===== config.mk =====
export PLATFORM = sky130hd
export DESIGN_NAME = dram_pin_mux
export DESIGN_NICKNAME = d
export VERILOG_FILES = /design/src/verilog/dram_pin_mux_pkg.sv /design/src/verilog/dram_pin_mux.sv /design/src/verilog/pin_sync_edge.sv
export VERILOG_INCLUDE_DIRS = /design/src /design/src/verilog
export SDC_FILE = /design/constraint.sdc
export NUM_CORES = 1
export LEC_CHECK = 0
export ABC_AREA = 1
export BUFFER_PORTS_ARGS = -buffer_cell sky130_fd_sc_hd__buf_2
export CAP_MARGIN = 15
export CORE_ASPECT_RATIO = 2
export CORE_UTILIZATION = 48
export CTS_CLUSTER_SIZE = 14
export DETAILED_ROUTE_END_ITERATION = 10
export HOLD_SLACK_MARGIN = 0.02
export PLACE_DENSITY = 0.94
export SETUP_SLACK_MARGIN = 0.1
export SYNTH_ARGS = -nofsm -noshare
export SYNTH_HDL_FRONTEND = slang
export SYNTH_SLANG_ARGS = --single-unit

===== constraint.sdc =====
create_clock -name clock -period 2.55 [get_ports clock]
set_input_delay 0.255 -clock clock [delete_from_list [all_inputs] [get_ports clock]]
set_output_delay 0.255 -clock clock [all_outputs]
set_load 0.1 [all_outputs]

===== src/verilog/dram_pin_mux_consts.svh =====
`ifndef DRAM_PIN_MUX_CONSTS_SVH
`define DRAM_PIN_MUX_CONSTS_SVH
`define ADDR_WIDTH 11
`define DATA_WIDTH 8
`define SEL_WIDTH 5
`define STROBE_WIDTH 4
`define PM_WIDTH 8
`define SEL_TOP_COUNT 3
`define CFG_PORT_ADDR 16'h3872
`define CFG_PARITY_BIT_HI 13
`define CFG_PARITY_BIT_LO 12
`define CFG_PARITY_ON 2'h3
`define IRQ_COPRO_LINE 4'hd
`define STROBE_IDLE 4'hf
`define SYNC_STAGES 2
`define PIN_STRAP 0
`define PIN_PARITY 1
`define PIN_COPRO 2
`define PIN_PMSAMPLE 3
`define PIN_MRESET 4
`define PIN_REFCLK 5
`define PIN_COUNT 6
`endif


===== src/verilog/dram_pin_mux_pkg.sv =====
package dram_pin_mux_pkg;
  typedef enum logic [1:0]
  {
    cycle_idle = 2'b00,
    cycle_mem = 2'b01,
    cycle_io = 2'b11
  } cycle_kind_type;
  typedef enum logic
  {
    mode_output = 1'b0,
    mode_input = 1'b1
  } strobe_mode_type;
endpackage : dram_pin_mux_pkg


===== src/verilog/dram_pin_mux.sv =====
`timescale 1ns/1ps
`include "dram_pin_mux_consts.svh"
module dram_pin_mux
  import dram_pin_mux_pkg::*;
#(
  parameter int AW = `ADDR_WIDTH,
  parameter int DW = `DATA_WIDTH
) (
  input wire logic clock,
  input wire logic rst,
  input wire logic [1:0] cycle_kind,
  input wire logic row_phase,
  input wire logic mem_write,
  input wire logic [AW-1:0] row_addr,
  input wire logic [AW-1:0] col_addr,
  input wire logic [`SEL_WIDTH-1:0] enc_sel_code,
  input wire logic periph_write,
  input wire logic [DW-1:0] periph_wr_data,
  input wire logic parity_low_gen,
  input wire logic parity_high_gen,
  input wire logic [`STROBE_WIDTH-1:0] row_strobe_req_n,
  input wire logic [`STROBE_WIDTH-1:0] col_high_req_n,
  input wire logic [`STROBE_WIDTH-1:0] col_low_req_n,
  input wire logic [1:0] parity_cfg,
  input wire logic powerdown,
  input wire logic refresh_req,
  input wire logic master_reset_in_n,
  input wire logic powerdown_refresh_clk,
  input wire logic pm_sample_in,
  input wire logic [`PM_WIDTH-1:0] pm_inputs,
  input wire logic [AW-1:0] dram_mux_addr_in,
  input wire logic parity_low_in,
  input wire logic parity_high_in,
  input wire logic strobe_mode_strap,
  input wire logic parity_err_in,
  input wire logic copro_irq_in,
  output logic [AW-1:0] dram_mux_addr_out,
  output logic [DW-1:0] periph_bus_oe_n,
  output logic parity_low_out,
  output logic parity_low_oe_n,
  output logic parity_high_out,
  output logic parity_high_oe_n,
  output logic [DW-1:0] periph_rd_data,
  output logic [`STROBE_WIDTH-1:0] row_strobe_n,
  output logic [`STROBE_WIDTH-1:0] col_strobe_high_n,
  output logic [`STROBE_WIDTH-1:0] col_strobe_high_oe_n,
  output logic [`STROBE_WIDTH-1:0] col_strobe_low_n,
  output logic [`STROBE_WIDTH-1:0] col_strobe_low_oe_n,
  output logic strap_pullup_en,
  output logic input_mode,
  output logic parity_err_event,
  output logic irq13_req,
  output logic write_read,
  output logic refresh_out,
  output logic [`PM_WIDTH-1:0] pm_sampled,
  output logic pm_sample_done
);
  if (AW <= DW || AW - DW != `SEL_TOP_COUNT)
  begin : g_bad_width
    $error("address width must exceed data width by the select field");
  end

  // ****************************************
  // pin synchronisers
  // ****************************************
  logic [`PIN_COUNT-1:0] pin_level;
  logic [`PIN_COUNT-1:0] pin_rise;
  logic [DW+`PM_WIDTH-1:0] bus_level;
  pin_sync_edge #(.WIDTH(`PIN_COUNT)) ctl_sync (
    .clock(clock),
    .rst(rst),
    .pin({powerdown_refresh_clk, master_reset_in_n, pm_sample_in, copro_irq_in,
          parity_err_in, ~strobe_mode_strap}),
    .level(pin_level),
    .rise(pin_rise)
  );
  pin_sync_edge #(.WIDTH(DW + `PM_WIDTH)) bus_sync (
    .clock(clock),
    .rst(rst),
    .pin({dram_mux_addr_in[DW-1:0], pm_inputs}),
    .level(bus_level),
    .rise()
  );

  // ****************************************
  // decode
  // ****************************************
  wire mreset_low = ~pin_level[`PIN_MRESET];
  wire is_mem = cycle_kind == cycle_mem;
  wire is_io = cycle_kind == cycle_io;
  strobe_mode_type mode_reg;
  strobe_mode_type mode_next;
  wire in_mode = mode_reg == mode_input;
  wire parity_pin_on = in_mode && parity_cfg == `CFG_PARITY_ON;
  wire [AW-1:0] mem_addr = row_phase ? row_addr : col_addr;
  wire [AW-1:0] io_addr = {enc_sel_code[`SEL_TOP_COUNT-1:0], periph_wr_data};
  wire [AW-1:0] addr_next = is_mem ? mem_addr : (is_io ? io_addr : '0);
  wire bus_drive = !(is_io && !periph_write);
  wire par_lo_next = is_io ? enc_sel_code[`SEL_TOP_COUNT] : parity_low_gen;
  wire par_hi_next = is_io ? enc_sel_code[`SEL_TOP_COUNT+1] : parity_high_gen;
  wire par_drive = is_io || (is_mem && mem_write);
  wire strap_release = mreset_low || in_mode;
  wire [`STROBE_WIDTH-1:0] hi_oe_n_next = {strap_release, 3'h0};
  wire [`STROBE_WIDTH-1:0] lo_oe_n_next = {parity_pin_on, in_mode, 2'h0};
  wire refresh_next = powerdown ? pin_level[`PIN_REFCLK] : refresh_req;

  // strap follows the pin while master reset is low, frozen at release
  // strap synced inverted, so a flushed synchroniser reads as pulled up
  always_comb
  begin
    mode_next = mode_reg;
    if (mreset_low)
    begin
      mode_next = pin_level[`PIN_STRAP] ? mode_input : mode_output;
    end
  end

  // ****************************************
  // registers
  // ****************************************
  logic [AW-1:0] addr_reg;
  logic [DW-1:0] bus_oe_n_reg;
  logic par_lo_reg;
  logic par_hi_reg;
  logic par_oe_n_reg;
  logic [DW-1:0] rd_data_reg;
  logic [`STROBE_WIDTH-1:0] row_stb_reg;
  logic [`STROBE_WIDTH-1:0] col_hi_reg;
  logic [`STROBE_WIDTH-1:0] col_lo_reg;
  logic [`STROBE_WIDTH-1:0] hi_oe_n_reg;
  logic [`STROBE_WIDTH-1:0] lo_oe_n_reg;
  logic pullup_reg;
  logic perr_reg;
  logic irq_reg;
  logic wr_reg;
  logic refresh_reg;
  logic [`PM_WIDTH-1:0] pm_reg;
  logic pm_done_reg;

  always_ff @(posedge clock)
  begin
    if (rst)
    begin
      mode_reg <= mode_output;
      addr_reg <= '0;
      bus_oe_n_reg <= '1;
      par_lo_reg <= 1'b0;
      par_hi_reg <= 1'b0;
      par_oe_n_reg <= 1'b1;
      row_stb_reg <= `STROBE_IDLE;
      col_hi_reg <= `STROBE_IDLE;
      col_lo_reg <= `STROBE_IDLE;
      hi_oe_n_reg <= 4'h8;
      lo_oe_n_reg <= 4'h0;
      pullup_reg <= 1'b1;
      wr_reg <= 1'b0;
      refresh_reg <= 1'b0;
    end
    else
    begin
      mode_reg <= mode_next;
      addr_reg <= addr_next;
      bus_oe_n_reg <= {DW{~bus_drive}};
      par_lo_reg <= par_lo_next;
      par_hi_reg <= par_hi_next;
      par_oe_n_reg <= ~par_drive;
      row_stb_reg <= row_strobe_req_n;
      col_hi_reg <= col_high_req_n;
      col_lo_reg <= col_low_req_n;
      hi_oe_n_reg <= hi_oe_n_next;
      lo_oe_n_reg <= lo_oe_n_next;
      pullup_reg <= mreset_low;
      wr_reg <= is_mem ? mem_write : wr_reg;
      refresh_reg <= refresh_next;
    end
  end

  // ****************************************
  // events and sampled data
  // ****************************************
  always_ff @(posedge clock)
  begin
    if (rst)
    begin
      perr_reg <= 1'b0;
      irq_reg <= 1'b0;
      rd_data_reg <= '0;
      pm_reg <= '0;
      pm_done_reg <= 1'b0;
    end
    else
    begin
      perr_reg <= parity_pin_on && pin_rise[`PIN_PARITY];
      irq_reg <= in_mode && pin_rise[`PIN_COPRO];
      if (is_io && !periph_write)
      begin
        rd_data_reg <= bus_level[DW+`PM_WIDTH-1:`PM_WIDTH];
      end
      if (pin_rise[`PIN_PMSAMPLE])
      begin
        pm_reg <= bus_level[`PM_WIDTH-1:0];
      end
      pm_done_reg <= pin_rise[`PIN_PMSAMPLE];
    end
  end

  assign dram_mux_addr_out = addr_reg;
  assign periph_bus_oe_n = bus_oe_n_reg;
  assign parity_low_out = par_lo_reg;
  assign parity_high_out = par_hi_reg;
  assign parity_low_oe_n = par_oe_n_reg;
  assign parity_high_oe_n = par_oe_n_reg;
  assign periph_rd_data = rd_data_reg;
  assign row_strobe_n = row_stb_reg;
  assign col_strobe_high_n = col_hi_reg;
  assign col_strobe_low_n = col_lo_reg;
  assign col_strobe_high_oe_n = hi_oe_n_reg;
  assign col_strobe_low_oe_n = lo_oe_n_reg;
  assign strap_pullup_en = pullup_reg;
  assign input_mode = in_mode;
  assign parity_err_event = perr_reg;
  assign irq13_req = irq_reg;
  assign write_read = wr_reg;
  assign refresh_out = refresh_reg;
  assign pm_sampled = pm_reg;
  assign pm_sample_done = pm_done_reg;

  // ****************************************
  // checks
  // ****************************************
  chk_row_col_addr: assert property (@(posedge clock) disable iff (rst)
    is_mem |=> dram_mux_addr_out == $past(row_phase ? row_addr : col_addr))
    else $error("memory address not row then column");
  chk_io_select: assert property (@(posedge clock) disable iff (rst)
    is_io |=> {parity_high_out, parity_low_out, dram_mux_addr_out[AW-1:DW]}
      == $past(enc_sel_code) && !parity_low_oe_n)
    else $error("select code not on pins");
  chk_periph_read: assert property (@(posedge clock) disable iff (rst)
    (is_io && !periph_write) |=> periph_bus_oe_n == '1)
    else $error("data bus driven during read");
  chk_strap_pullup: assert property (@(posedge clock) disable iff (rst)
    mreset_low |=> strap_pullup_en && col_strobe_high_oe_n[3])
    else $error("strap pin not released in reset");
  chk_mode_latch: assert property (@(posedge clock) disable iff (rst)
    (mreset_low && pin_level[`PIN_STRAP]) ##1 !mreset_low [*3] |-> input_mode)
    else $error("input mode not kept after release");
  chk_out_mode_drive: assert property (@(posedge clock) disable iff (rst)
    (!input_mode && !mreset_low) [*2] |-> col_strobe_low_oe_n == 4'h0
      && col_strobe_high_oe_n == 4'h0)
    else $error("strobe released in output mode");
  chk_parity_event: assert property (@(posedge clock) disable iff (rst)
    parity_err_event |-> $past(parity_pin_on) && $past(pin_level[`PIN_PARITY])
      && !$past(pin_level[`PIN_PARITY], 2))
    else $error("parity event without rising edge");
  chk_copro_irq: assert property (@(posedge clock) disable iff (rst)
    (in_mode && pin_rise[`PIN_COPRO]) |=> irq13_req ##1 !irq13_req)
    else $error("coprocessor edge did not raise one request");
  chk_write_read: assert property (@(posedge clock) disable iff (rst)
    is_mem |=> write_read == $past(mem_write))
    else $error("write read level wrong");
  chk_pd_refresh: assert property (@(posedge clock) disable iff (rst)
    powerdown |=> refresh_out == $past(pin_level[`PIN_REFCLK]))
    else $error("refresh clock not routed in power down");
endmodule : dram_pin_mux


===== src/verilog/pin_sync_edge.sv =====
`timescale 1ns/1ps
module pin_sync_edge #(
  parameter int WIDTH = 1
) (
  input wire logic clock,
  input wire logic rst,
  input wire logic [WIDTH-1:0] pin,
  output logic [WIDTH-1:0] level,
  output logic [WIDTH-1:0] rise
);
  logic [WIDTH-1:0] stage1_reg;
  logic [WIDTH-1:0] stage2_reg;
  logic [WIDTH-1:0] prev_reg;
  if (WIDTH < 1)
  begin : g_bad_width
    $error("pin_sync_edge width must be at least one");
  end
  // two-stage synchroniser then history
  always_ff @(posedge clock)
  begin
    if (rst)
    begin
      stage1_reg <= '0;
      stage2_reg <= '0;
      prev_reg <= '0;
    end
    else
    begin
      stage1_reg <= pin;
      stage2_reg <= stage1_reg;
      prev_reg <= stage2_reg;
    end
  end
  assign level = stage2_reg;
  assign rise = stage2_reg & ~prev_reg;
endmodule : pin_sync_edge


==> flow_metrics.tcl, run 1 <==
set metrics [dict create \
    fin_nets 618 \
    final_cells 622 \
    p_seq_share_pct 48.0 \
    cp.required_ns 2.30 \
    cts_buffers 9 \
    clockPowerShare_pct 33.8 \
    grt_max_degree 78 \
    status "complete, no violations" \
    die_area_um2 7220 \
    drtAntennaViolNets 0 \
    intPower_mw 2.43 \
    maxCapViolations 0 \
    grt_use_total_pct 19.2 \
    coreArea_um2 6620 \
    ys_ff_latch 100 \
    final_common_cell "buf_2" \
    num_rows 42 \
    fmax_mhz 687 \
    synth_cell_types 19 \
    antenna_cells 0 \
    grt_pass1_vias 2566 \
    vias_per_cell 4.32 \
    setup_viol 0 \
    rsz0062_at_grt "no" \
    routed_wl_mm 6.61 \
    hold_violations 0 \
    cts_sinks 100 \
    finalPower_mw 3.46 \
    relSlewSlack_pct 47.8 \
    netlist_area_um2 3300 \
    powerDensity_nw_per_um2 821 \
    ys_seq_area_share_pct 60.7 \
    drt-wirelength-per-cell_um 10.6 \
    drive_gt1_share_pct 32.0 \
    ios 153 \
    postCtsHoldBufs 0 \
    start_util_pct 49.8 \
    clk_pin_slew_worst_paths_ns 0.06 \
    startpoint_type "flop" \
    end_kind "output port" \
    route.detailed.drc 0 \
    cts-htree-levels 3 \
    worst-path-max-fanout 8 \
    net-switching-power_mw 1.03 \
    critPathBufInv 1 \
    io_buffers 142 \
    clockBufferDepth 2 \
    postSynthCellCount 402 \
    final_util_pct 63.6 \
    antenna_found_initial 0 \
    dr.pass1.iters 4 \
    cts-root-buf "clkbuf_16" \
    die_h_um 119 \
    insertion_delay_ns 0.32 \
    die_w_um 60.6 \
    grt_overflow_total 0 \
    worst_pin_slew_ns 0.780 \
    tns_ns 0 \
    post_cts_resized 0 \
    clock_skew_ns 0.00314 \
    arrival_ns 1.20 \
    post_cts_buffers 0 \
    dp_hpwl_mm 4.85 \
    finalCriticalPeriod_ns 1.46 \
    share_comb_of_total_power_pct 18.2 \
    grt_pass1_wl_mm 10.1 \
    syn_avg_cell_area_um2 8.20 \
    place_inst 608 \
    gp_congestion 0.743 \
    drtIter0Drc 72 \
    fin_crit_sh_pct 57.1 \
    final_cell_mix "142 x buf_2, 100 x dfxtp_1, 88 x nor2_1, 77 x nand2_1, 62 x inv_1" \
    syn_to_final_growth_pct 27.8 \
    vias 2684 \
    final_max_slew_viol_count 0 \
    cpLargestDelayFamily "buffers and inverters" \
    yosys_warnings 0 \
    cts_tree "done" \
    cp_slowest_cell "buf_2" \
    peakVddDrop_v 0.000553 \
    hold_path.class "input port to flop" \
    swShare_pct 29.8 \
    p_leak_nw 2.25 \
    crit_path_max_incr_delay_ns 0.46 \
    crit_type "flop to output port" \
    crit_chain "buf_2" \
]
## power by group through the flow
stage,combinational (mW),clock [mW],sequential [mW]
2_1_floorplan,0.233,0,1.98
3_3_place_gp,0.622,0,1.69
3_5_place_dp,0.631,0,1.69
4_1_cts,0.634,1.21,1.66
5_1_grt,0.669,1.27,1.67
6_report,0.630,1.17,1.66
## area by class of cell
class	count	area, um2
tap	88	110
multi-input combinational	214	886
clock inverter	3	15.0
fill	552	2410
clock buffer	11	243
inverter	63	238
timing repair buffer	143	718
sequential	100	2000
## stage by stage
step                worst slack (ns)  hold WS (ns)  instance area (um2)
floorplan                      0.831         0.327                 3310
global placement                1.11         0.376                 3950
detailed placement              1.06         0.390                 3950
CTS                             1.08        0.0628                 4210
global route                    1.02        0.0906                 4210
finish                          1.09        0.0798                 4210
## kinds of logic after synthesis
group / share of synthesized area, %
other: 0.114
buffers and inverters: 12.8
AOI/OAI and AO/OA: 4.02
and+or+nand+nor: 22.3
DFF: 60.7
## worst reg2reg max path, cell delays in order (launching register included)
cell,delay [ns]
dfxtp_1,0.31
inv_1,0.04
nand2_1,0.20
inv_1,0.18
nor2_1,0.14
nor2_1,0.06
## synthesized netlist by cell type
library cell	instances	share of area, %
dfxtp_1	100	61
nand2_1	77	8.8
nand3_1	2	0.30
clkbuf_1	3	0.34
nor4_1	2	0.38
buf_2	9	1.4
a21oi_1	13	2.0
conb_1	1	0.11
buf_6	1	0.34
or2_2	12	2.3
clkinv_2	1	0.15
clkbuf_2	1	0.15
o21ai_0	12	1.8
nand2_4	1	0.34
nand2_2	1	0.19
inv_1	62	7.1
nor2_1	88	10
a211oi_1	1	0.23
buf_4	15	3.4
## metal layers
| metal | vias up | track usage (%) | wire length (um) |
|---|---|---|---|
| li1 | 1403 | - | - |
| met1 | 1141 | 13.9 | 2310 |
| met2 | 129 | 38.9 | 3630 |
| met3 | 11 | 6.08 | 505 |
| met4 | 0 | 9.66 | 165 |
| met5 | - | 0 | 0 |
## worst paths after layout
path	depth (start not counted)	end	startpoint	slack, ns
worst max register to register	5	pm_sampled[1]	ctl_sync.prev_reg[3]	1.51
worst min register to register	1	irq13_req	ctl_sync.prev_reg[2]	0.39
worst min-delay path	2	ctl_sync.stage1_reg[0]	strobe_mode_strap	0.08
worst max-delay path	1	periph_bus_oe_n[4]	periph_bus_oe_n[0]	1.09
Power figures use the tool's default switching activity.
==> inputs of run 2 (changes only) <==
--- a/config.mk
+++ b/config.mk
@@ -10,11 +10,11 @@
 export BUFFER_PORTS_ARGS = -buffer_cell sky130_fd_sc_hd__buf_2
 export CAP_MARGIN = 15
 export CORE_ASPECT_RATIO = 2
-export CORE_UTILIZATION = 48
+export CORE_UTILIZATION = 46
 export CTS_CLUSTER_SIZE = 14
 export DETAILED_ROUTE_END_ITERATION = 10
 export HOLD_SLACK_MARGIN = 0.02
-export PLACE_DENSITY = 0.94
+export PLACE_DENSITY = 0.91
 export SETUP_SLACK_MARGIN = 0.1
 export SYNTH_ARGS = -nofsm -noshare
 export SYNTH_HDL_FRONTEND = slang
==> constraint.sdc (replaced) <==
create_clock -name clock -period 1.5 [get_ports clock]
set_input_delay 0.15 -clock clock [delete_from_list [all_inputs] [get_ports clock]]
set_output_delay 0.15 -clock clock [all_outputs]
set_load 0.1 [all_outputs]
==> run 2 against run 1 <==
Compared with the run above:
- utilization is 1.8 points higher
- clock skew is 0.00076 ns lower
- die area is 4.2% higher
- combinational power is 81% higher
- design area is 7.8% higher
- final cell count is 5.3% higher
- clock-buffer cell count is 2 higher
- critical path type unchanged
- largest cell class unchanged
- largest power group unchanged
==> flow_metrics.tcl, run 2 (synthesis gave the netlist of run 1 again) <==
set metrics [dict create \
    status "complete, no violations" \
    die_w_um 61.9 \
    drtIter0Drc 47 \
    cts-root-buf "clkbuf_16" \
    gp_congestion 0.714 \
    finalCriticalPeriod_ns 1.30 \
    final_cell_mix "142 x buf_2, 97 x dfxtp_1, 88 x nor2_1, 77 x nand2_1, 62 x inv_1" \
    postCtsHoldBufs 27 \
    die_area_um2 7530 \
    clk_pin_slew_worst_paths_ns 0.06 \
    drive_gt1_share_pct 31.5 \
    hold_violations 0 \
    cpLargestDelayFamily "buffers and inverters" \
    dp_hpwl_mm 4.94 \
    r2r-start "ctl_sync.prev_reg[3]" \
    fin_nets 649 \
    p_leak_nw 2.39 \
    gr-usage-met1_pct 14.8 \
    powerDensity_nw_per_um2 1330 \
    grt_use_met2_pct 36.4 \
    antenna_cells 0 \
    syn_to_final_growth_pct 37.7 \
    critPathBufInv 1 \
    fmax_mhz 769 \
    coreArea_um2 6940 \
    cp.depth 1 \
    cp_slowest_cell "buf_2" \
    r2r_setup_slack_ns 0.48 \
    finalPower_mw 6.05 \
    cts-htree-levels 3 \
    hold_path.class "input port to flop" \
    crit_path_max_incr_delay_ns 0.44 \
    globalRoute.busiestLayer "met2" \
    maxCapViolations 0 \
    insertion_delay_ns 0.33 \
    crit_chain "buf_2" \
    post_cts_buffers 0 \
    route.detailed.drc 0 \
    use_met3_pct 4.35 \
    grt_max_degree 30 \
    cts_sinks 100 \
    peakVddDrop_v 0.000663 \
    drt-wirelength-per-cell_um 10.5 \
    vias_per_cell 4.26 \
    start_util_pct 47.5 \
    final_common_cell "buf_2" \
    cts_tree "done" \
    rsz0062_at_grt "no" \
    tns_ns 0 \
    cts_buffers 9 \
    routed_wl_mm 6.87 \
    grt_pass1_vias 2561 \
    grt_pass1_wl_mm 10.1 \
    grt_overflow_total 0 \
    post_cts_resized 0 \
    rr_worst_depth 5 \
    worst-path-max-fanout 8 \
    end_kind "output port" \
    reg2reg_to "pm_sampled[6]" \
    grt_use_total_pct 18.5 \
    vias 2793 \
    fin_crit_sh_pct 86.7 \
    num_rows 43 \
    clock_skew_ns 0.00238 \
    die_h_um 122 \
    arrival_ns 1.15 \
    startpoint_type "flop" \
    antenna_found_initial 0 \
    io_buffers 142 \
    dr.pass1.iters 4 \
    setup_viol 0 \
    critPathCapture "periph_bus_oe_n[0]" \
    drtAntennaViolNets 0 \
    crit_type "flop to output port" \
    crit_path_start "periph_bus_oe_n[0]" \
    clockBufferDepth 2 \
    final_max_slew_viol_count 0 \
    cp.required_ns 1.35 \
    ios 153 \
]
[run 2: cell count changes in the layout (fill, tap and decap cells not counted)]
| cell | previous run | this run |
|---|---|---|
| dlygate4sd3_1 | 0 | 27 |
| buf_4 | 1 | 5 |
| clkinv_2 | 4 | 1 |
| dfxtp_1 | 100 | 97 |
| dfxtp_2 | 0 | 3 |
| clkbuf_8 | 1 | 3 |
| clkinvlp_4 | 0 | 1 |
[run 2: worst min-delay path, cell delays in order]
cell	delay (ns)
buf_2	0.08
inv_1	0.03
nor2_1	0.06
[run 2: worst min path at each step]
stage / start / end / slack (ns) / depth (start not counted)
floorplan: strobe_mode_strap / ctl_sync.stage1_reg[0] / 0.22 / 1
CTS: pm_inputs[0] / bus_sync.stage1_reg[0] / 0.02 / 3
finish: parity_err_in / ctl_sync.stage1_reg[1] / 0.02 / 3
detailed placement: strobe_mode_strap / ctl_sync.stage1_reg[0] / 0.31 / 2
global route: pm_inputs[6] / bus_sync.stage1_reg[6] / 0.03 / 3
global placement: strobe_mode_strap / ctl_sync.stage1_reg[0] / 0.31 / 2
[run 2: layout make-up]
| class | instances | area, um2 |
|---|---|---|
| clock buffers | 13 | 270 |
| clock inverters | 1 | 7.51 |
| fillers | 592 | 2400 |
| inverters | 63 | 238 |
| multi-input cells | 214 | 886 |
| flip-flops and latches | 100 | 2010 |
| well taps | 90 | 113 |
| repair buffers | 174 | 1020 |
[run 2: routing by layer]
metal | share of wire, % | wire length [um]
met3 | 5.4 | 368
met4 | 2.7 | 184
met5 | 0 | 0
met2 | 57 | 3880
met1 | 35 | 2430
[run 2: power by group]
part	switching (mW)	internal [mW]
Combinational	0.878	0.258
Clock	0.853	1.24
Sequential	0.0389	2.78
[run 2: per-stage QoR]
step | hold slack, ns | instance area (um2) | utilization [%] | worst slack (ns) | cells
finish | 0.0241 | 4540 | 65.4 | 0.199 | 655
detailed placement | 0.308 | 3990 | 57.5 | 0.372 | 614
floorplan | 0.222 | 3310 | - | 0.169 | 406
global placement | 0.315 | 3990 | 57.5 | 0.423 | 614
global route | 0.0285 | 4540 | 65.4 | 0.124 | 655
CTS | 0.0204 | 4540 | 65.4 | 0.185 | 655
